**src/rtl/pmres_pkg.sv**
```systemverilog
package pmres_pkg;
	localparam logic [7:0] PMRES_ADDR_BUS = 8'h02;
	localparam logic [7:0] PMRES_ADDR_POWER = 8'h03;
	localparam logic [7:0] PMRES_ADDR_CURRENT = 8'h04;
	localparam logic [7:0] PMRES_ADDR_CAL = 8'h05;
	localparam logic [15:0] PMRES_RESET_VALUE = 16'h0000;
	localparam logic [15:0] PMRES_CAL_MASK = 16'hFFFE;
	localparam logic [12:0] PMRES_BUS_FS_32V = 13'h1F40;
	localparam logic [12:0] PMRES_BUS_FS_16V = 13'h0FA0;
	localparam logic [15:0] PMRES_SHUNT_LIM_DIV1 = 16'h0FA0;
	localparam logic [15:0] PMRES_SHUNT_LIM_DIV2 = 16'h1F40;
	localparam logic [15:0] PMRES_SHUNT_LIM_DIV4 = 16'h3E80;
	localparam logic [15:0] PMRES_SHUNT_LIM_DIV8 = 16'h7D00;
	localparam logic signed [33:0] PMRES_CUR_DIV = 34'sh0000_1000;
	localparam logic [29:0] PMRES_PWR_DIV = 30'h1388;
	localparam logic [2:0] PMRES_MODE_POWER_DOWN = 3'h0;
	localparam logic [2:0] PMRES_MODE_DISABLE = 3'h4;
	localparam int PMRES_BUS_LSB_MV = 4;

	typedef enum logic [1:0] {
		PMRES_GAIN_DIV1 = 2'b00,
		PMRES_GAIN_DIV2 = 2'b01,
		PMRES_GAIN_DIV4 = 2'b10,
		PMRES_GAIN_DIV8 = 2'b11
	} pmres_gain_t;

	function automatic logic [15:0] pmres_shunt_limit(input pmres_gain_t gain);
		case (gain)
			PMRES_GAIN_DIV1: pmres_shunt_limit = PMRES_SHUNT_LIM_DIV1;
			PMRES_GAIN_DIV2: pmres_shunt_limit = PMRES_SHUNT_LIM_DIV2;
			PMRES_GAIN_DIV4: pmres_shunt_limit = PMRES_SHUNT_LIM_DIV4;
			default: pmres_shunt_limit = PMRES_SHUNT_LIM_DIV8;
		endcase
	endfunction : pmres_shunt_limit
endpackage : pmres_pkg

```
**src/rtl/pmres_math_if.sv**
```systemverilog
`timescale 1ns/10ps
interface pmres_math_if;
	import pmres_pkg::*;
	logic start;
	logic signed [15:0] shunt;
	logic [12:0] bus;
	pmres_gain_t gain;
	logic range_32v;
	logic [15:0] cal;
	logic done;
	logic [15:0] current;
	logic [15:0] power;
	logic [12:0] bus_out;
	logic ovf;
	modport ctrl (output start, shunt, bus, gain, range_32v, cal,
		input done, current, power, bus_out, ovf);
	modport math (input start, shunt, bus, gain, range_32v, cal,
		output done, current, power, bus_out, ovf);
endinterface : pmres_math_if

```
**src/rtl/pmres_math.sv**
```systemverilog
`timescale 1ns/10ps
module pmres_math (
	// Clock and reset.
	input wire logic mclk_i,
	input wire logic rst_n_i,
	// Operand and result carrier.
	pmres_math_if.math mif
);
	import pmres_pkg::*;

	logic v1_reg, v2_reg, done_reg;
	logic signed [15:0] shunt_c_reg;
	logic signed [33:0] prod1_reg;
	logic [12:0] bus1_reg, bus2_reg, bus3_reg;
	logic signed [33:0] cur_full_reg;
	logic [15:0] cur_reg, pwr_reg;
	logic ovf2_reg, ovf3_reg;

	wire logic [15:0] lim = pmres_shunt_limit(mif.gain);
	wire logic signed [15:0] lim_pos = $signed(lim);
	wire logic signed [15:0] lim_neg = -$signed(lim);
	wire logic signed [15:0] shunt_c = (mif.shunt < lim_neg) ? lim_neg :
		(mif.shunt > lim_pos) ? lim_pos : mif.shunt;
	wire logic [12:0] bus_fs = mif.range_32v ? PMRES_BUS_FS_32V : PMRES_BUS_FS_16V;
	wire logic [12:0] bus_c = (mif.bus > bus_fs) ? bus_fs : mif.bus;
	wire logic signed [16:0] cal_s = $signed({1'b0, mif.cal & PMRES_CAL_MASK});
	wire logic signed [33:0] prod1 = 34'(shunt_c * cal_s);
	wire logic signed [33:0] cur_full = prod1_reg / PMRES_CUR_DIV;
	wire logic cur_ovf = (cur_full > 34'sh7FFF) || (cur_full < -34'sh8000);
	wire logic [15:0] cur16 = cur_full_reg[15:0];
	wire logic [16:0] cur_mag = cur16[15] ? 17'(-$signed({cur16[15], cur16})) : {1'b0, cur16};
	wire logic [29:0] prod2 = 30'(cur_mag * bus2_reg);
	wire logic [29:0] pwr_full = prod2 / PMRES_PWR_DIV;
	wire logic pwr_ovf = pwr_full > 30'hFFFF;

	always_ff @(posedge mclk_i or negedge rst_n_i) begin
		if (!rst_n_i) begin
			v1_reg <= 1'b0;
			v2_reg <= 1'b0;
			done_reg <= 1'b0;
			shunt_c_reg <= '0;
			prod1_reg <= '0;
			bus1_reg <= '0;
			bus2_reg <= '0;
			bus3_reg <= '0;
			cur_full_reg <= '0;
			cur_reg <= '0;
			pwr_reg <= '0;
			ovf2_reg <= 1'b0;
			ovf3_reg <= 1'b0;
		end else begin
			v1_reg <= mif.start;
			v2_reg <= v1_reg;
			done_reg <= v2_reg;
			shunt_c_reg <= shunt_c;
			prod1_reg <= prod1;
			bus1_reg <= bus_c;
			bus2_reg <= bus1_reg;
			bus3_reg <= bus2_reg;
			cur_full_reg <= cur_full;
			ovf2_reg <= cur_ovf;
			cur_reg <= cur16;
			pwr_reg <= pwr_full[15:0];
			ovf3_reg <= ovf2_reg | pwr_ovf;
		end
	end

	assign mif.done = done_reg;
	assign mif.current = cur_reg;
	assign mif.power = pwr_reg;
	assign mif.bus_out = bus3_reg;
	assign mif.ovf = ovf3_reg;
endmodule : pmres_math

```
**src/rtl/pmres_top.sv**
```systemverilog
`timescale 1ns/10ps
// Summary of operation
// - Register 02h holds bus result in 15:3, ready flag bit 1, overflow bit 0.
// - In 32 V range the bus result saturates at 8000 counts.
// - In 16 V range the bus result saturates at 4000 counts.
// - Results may be read anytime and show the last completed conversion.
// - Ready flag sets only after conversion and both multiplications finish.
// - A new operating mode clears ready, except power-down or disable modes, unless a result completes in the same cycle.
// - A read of the power register clears the ready flag, unless a result completes in the same cycle.
// - Overflow flag sets when current or power falls outside its range.
// - Power register at 03h is read-only, resets to zero, ignores writes.
// - Power is computed from current times bus voltage.
// - Current register at 04h is read-only, resets to zero, bit 15 signs.
// - Negative current is two's complement over all sixteen bits.
// - Current is shunt reading times calibration.
// - Calibration at 05h resets to zero, bits 15 to 1 read-write.
// - Calibration bit 0 always reads zero and cannot be written.
// - Calibration bit 0 takes no part in current or power math.
// - Shunt reading clamps at -4000, -8000, -16000, -32000 for gain 1,2,4,8.
module pmres_top (
	// Clock and reset.
	input wire logic mclk_i,
	input wire logic rst_n_i,
	// Register port behind the serial interface.
	input wire logic [7:0] reg_addr_i,
	input wire logic reg_wr_i,
	input wire logic reg_rd_i,
	input wire logic [15:0] reg_wdata_i,
	output logic [15:0] reg_rdata_o,
	// Configuration held outside this block.
	input wire logic mode_wr_i,
	input wire logic [2:0] mode_i,
	input wire logic [1:0] shunt_gain_setting_i,
	input wire logic bus_range_32v_i,
	// Front-end conversion results.
	input wire logic conv_valid_i,
	input wire logic signed [15:0] shunt_raw_i,
	input wire logic [12:0] monitored_supply_voltage_i,
	// Status.
	output logic conversion_done_flag_o
);
	import pmres_pkg::*;

	pmres_math_if mif ();

	logic [12:0] bus_reg;
	logic conv_flag_reg, conv_flag_next;
	logic ovf_reg;
	logic [15:0] power_reg, current_reg, cal_reg, rdata_reg, rdata_next;

	pmres_math u_math (
		.mclk_i (mclk_i),
		.rst_n_i (rst_n_i),
		.mif (mif)
	);

	assign mif.start = conv_valid_i;
	assign mif.shunt = shunt_raw_i;
	assign mif.bus = monitored_supply_voltage_i;
	assign mif.gain = pmres_gain_t'(shunt_gain_setting_i);
	assign mif.range_32v = bus_range_32v_i;
	assign mif.cal = cal_reg;

	wire logic sel_bus = reg_addr_i == PMRES_ADDR_BUS;
	wire logic sel_pwr = reg_addr_i == PMRES_ADDR_POWER;
	wire logic sel_cur = reg_addr_i == PMRES_ADDR_CURRENT;
	wire logic sel_cal = reg_addr_i == PMRES_ADDR_CAL;
	wire logic pwr_read = reg_rd_i & sel_pwr;
	wire logic mode_clear = mode_wr_i && (mode_i != PMRES_MODE_POWER_DOWN)
		&& (mode_i != PMRES_MODE_DISABLE);
	wire logic [15:0] bus_word = {bus_reg, 1'b0, conv_flag_reg, ovf_reg};

	always_comb begin
		conv_flag_next = conv_flag_reg;
		if (mode_clear || pwr_read) begin
			conv_flag_next = 1'b0;
		end
		if (mif.done) begin
			conv_flag_next = 1'b1;
		end
	end

	assign rdata_next = sel_bus ? bus_word :
		sel_pwr ? power_reg :
		sel_cur ? current_reg :
		sel_cal ? cal_reg : PMRES_RESET_VALUE;

	always_ff @(posedge mclk_i or negedge rst_n_i) begin
		if (!rst_n_i) begin
			bus_reg <= '0;
			ovf_reg <= 1'b0;
			power_reg <= PMRES_RESET_VALUE;
			current_reg <= PMRES_RESET_VALUE;
		end else if (mif.done) begin
			bus_reg <= mif.bus_out;
			ovf_reg <= mif.ovf;
			power_reg <= mif.power;
			current_reg <= mif.current;
		end
	end

	always_ff @(posedge mclk_i or negedge rst_n_i) begin
		if (!rst_n_i) begin
			cal_reg <= PMRES_RESET_VALUE;
		end else if (reg_wr_i && sel_cal) begin
			cal_reg <= reg_wdata_i & PMRES_CAL_MASK;
		end
	end

	always_ff @(posedge mclk_i or negedge rst_n_i) begin
		if (!rst_n_i) begin
			conv_flag_reg <= 1'b0;
			rdata_reg <= PMRES_RESET_VALUE;
			conversion_done_flag_o <= 1'b0;
		end else begin
			conv_flag_reg <= conv_flag_next;
			conversion_done_flag_o <= conv_flag_next;
			if (reg_rd_i) begin
				rdata_reg <= rdata_next;
			end
		end
	end

	assign reg_rdata_o = rdata_reg;
endmodule : pmres_top

```
**config.mk**
```make
export PLATFORM = sky130hd
export DESIGN_NAME = pmres_top
export DESIGN_NICKNAME = d
export VERILOG_FILES = /design/src/rtl/pmres_pkg.sv /design/src/rtl/pmres_math_if.sv /design/src/rtl/pmres_math.sv /design/src/rtl/pmres_top.sv
export SDC_FILE = /design/constraint.sdc
export NUM_CORES = 2
export LEC_CHECK = 0
export BUFFER_PORTS_ARGS = -buffer_cell sky130_fd_sc_hd__clkbuf_2
export CAP_MARGIN = 30
export CORE_MARGIN = 3
export CORE_UTILIZATION = 35
export DETAILED_ROUTE_END_ITERATION = 10
export GPL_ROUTABILITY_DRIVEN = 0
export PLACE_DENSITY_LB_ADDON = 0.25
export SLEW_MARGIN = 0
export SYNTH_ARGS = -nofsm -noshare
export SYNTH_HDL_FRONTEND = slang
export SYNTH_HIERARCHICAL = 1
export SYNTH_SLANG_ARGS = --single-unit
```
**constraint.sdc**
```tcl
create_clock -name mclk_i -period 24.1 [get_ports mclk_i]
set_clock_uncertainty 0.2 [all_clocks]
set_input_delay 1.205 -clock mclk_i [delete_from_list [all_inputs] [get_ports mclk_i]]
set_output_delay 1.205 -clock mclk_i [all_outputs]
set_load 0.005 [all_outputs]
```
==> metrics.md <==
| Metric | Value |
|---|---|
| Synthesized area | 31,980 um^2 |
| Setup TNS | 0 ns |
| Chip Height | 308.3 um |
| # rows | 110 |
| Layout cells sized above 1 | 14.12% |
| Slowest-stage cell, CP | fa_1 |
| R2R depth | 78 |
| FMAX | 0.04411 GHz |
| Wire length per cell | 18.59 um |
| Vias in the first global route | 27,041 |
| Total Routing Usage GR | 19.34% |
| Status | completed |
| CP endpoint kind | flop |
| WL final | 91,050 um |
| First-pass GRT wire length | 148,800 um |
| Crit share post-route | 94.07% |
| WHS Path Cells | 0 |
| Met2 Resource Use GR | approximately 33% |
| Met3 GRT Util | 2.170% |
| TritonCTS buffer count | 26 |
| CP required | around 24 ns |
| Post-route ant nets | 0 |
| Max-Cap Viols | 0 |
| DR iter-0 viols | 1,602 |
| Slowest Stage Delay on Critical Path | 0.54 ns |
| Met1 Use GR | 26.89% |
| Fillers | between 9,000 and 10,000 |
| Crit path DAT | 22.88 ns |
| Final Max Tran Viols | 0 |
| Largest register FFs | 32 |
| Mapped Avg Cell Area | 9.024 um^2 |
| Die area | roughly 95,000 um^2 |
| Largest net degree at the start of global routing | 71 |
| Clock Sinks | 202 |
| R2r endpoint | u_math/mif.power[0] |
| Clock buffer depth | 3 |
| # nets final | 4,362 |
| Overflow after GRT | 0 |
| CTS tree | yes |
| Crit path kind | reg2reg |
| DRT Pass-1 Iters | 5 |
| Top Usage Layer GRT | met2 |
| Final setup fails | 0 |
| Yosys warns | 6 |
| Total number of vias | around 26,000 |
| H-tree depth | 1 |
| I/O Buffers | 79 |
| Ports | 82 |
| Final-report hold violation count | 0 |
| Dpl cell area | 34,600 um^2 |
| Worst hold endpoint | u_math/mif.done |
| Post-route DRC | 0 |
| Drt via density | 5.330 |
| Area grow syn2layout | 11.70% |
| Cells after Synth | between 3,000 and 4,000 |
| Worst-path fanout max | 10 |
| Slew @ Worst Pin | between 1 and 1.5 ns |
| Layout Utilization | 39.57% |
| Startpoint types | flop |
| Clk root buf | clkbuf_16 |
| Worst Hold Class | reg2reg |
| Slew headroom | 30.50% |
| Clock transition at path regs | 0.06 ns |
| Initial antenna violation count | 7 |
| Post-layout min period | 22.67 ns |
| Core area | 90,290 um^2 |
| RR Startpoint | u_math/cur_full_reg[2] |
| Hold path start | u_math/v2_reg |
| Later-pin clock latency in the skew report | between 0.5 and 0.6 ns |
| Flop2flop setup slack | 1.43 ns |
| Final Cell Area | 35,720 um^2 |
| Initial Util | a little over a third |
| Chip width | 308.3 um |
| Hpwl dp | 71,180 um |
## layout make-up
type	instances	area, um^2	share of cell area (%)
Tap cell	1176	1471	4.119
Clock buffer	32	714.4	2.000
Clock inverter	15	192.7	0.5394
Antenna cell	3	7.507	0.02102
Timing Repair Buffer	262	1827	5.114
Inverter	519	1952	5.464
Sequential cell	202	5056	14.15
Multi-Input combinational cell	2688	24500	68.59
## worst max-delay path: cells and delay by family, from the launching register on
family / cells / cell delay, ns
AO/OA/AOI/OAI: 41 / 10.95
buffers and inverters: 6 / 0.86
XOR/XNOR: 4 / 1.12
AND/OR/NAND/NOR: 17 / 4.73
adder cells (fa/ha/maj): 7 / 3.21
flip-flops: 1 / 0.43
multiplexers: 3 / 1.09
## layout by cell type (no fill, tap or decap), drive strengths merged, types with 15 or more instances in the layout
cell type / instances
inv: 520
fa: 411
nand2: 372
and2: 216
dfrtp: 202
ha: 187
buf: 184
a21oi: 169
nor2: 139
xnor2: 130
o21ai: 110
clkbuf: 110
mux2: 76
and3: 74
nand3: 60
a211oi: 59
nor3: 44
xor2: 42
nand4: 38
o31ai: 38
o211ai: 34
a21o: 29
o21bai: 29
a31oi: 28
o21a: 25
nor2b: 23
mux2i: 23
nand2b: 20
or2: 18
or3: 17
nor4: 17
a221o: 16
a211o: 15
## per-layer routing
layer / vias to the layer above / routed length [um]
li1: 12238 / -
met1: 13093 / 42090
met2: 651 / 42650
met3: 115 / 4620
met4: 6 / 1664
met5: - / 34
## per-stage QoR
step	hold slack (ns)	worst slack, ns	std cells
6_report	0.1375	1.428	4897
5_1_grt	0.1497	-0.01075	4894
4_1_cts	0.1430	0.9724	4889
3_5_place_dp	0.1355	1.114	4842
3_3_place_gp	0.1335	1.081	4840
2_1_floorplan	0.1312	3.345	3555
## worst max path at each step
stage                           start                  end  slack [ns]
5_1_grt        u_math/cur_full_reg[2]  u_math/mif.power[0]       -0.01
6_report       u_math/cur_full_reg[2]  u_math/mif.power[0]        1.43
3_5_place_dp   u_math/cur_full_reg[2]  u_math/mif.power[0]        1.11
4_1_cts        u_math/cur_full_reg[2]  u_math/mif.power[0]        0.97
2_1_floorplan  u_math/cur_full_reg[2]  u_math/mif.power[0]        3.35
3_3_place_gp   u_math/cur_full_reg[2]  u_math/mif.power[0]        1.08
## repair_timing
action                     CTS  global route
resized for setup            0            30
setup endpoints to repair    0             2
setup buffers                0             3
hold buffers                 0             0
Power is left out: the tool's default activity adds up to more than one toggle a clock period on the data nets, which glitch-free logic cannot reach.
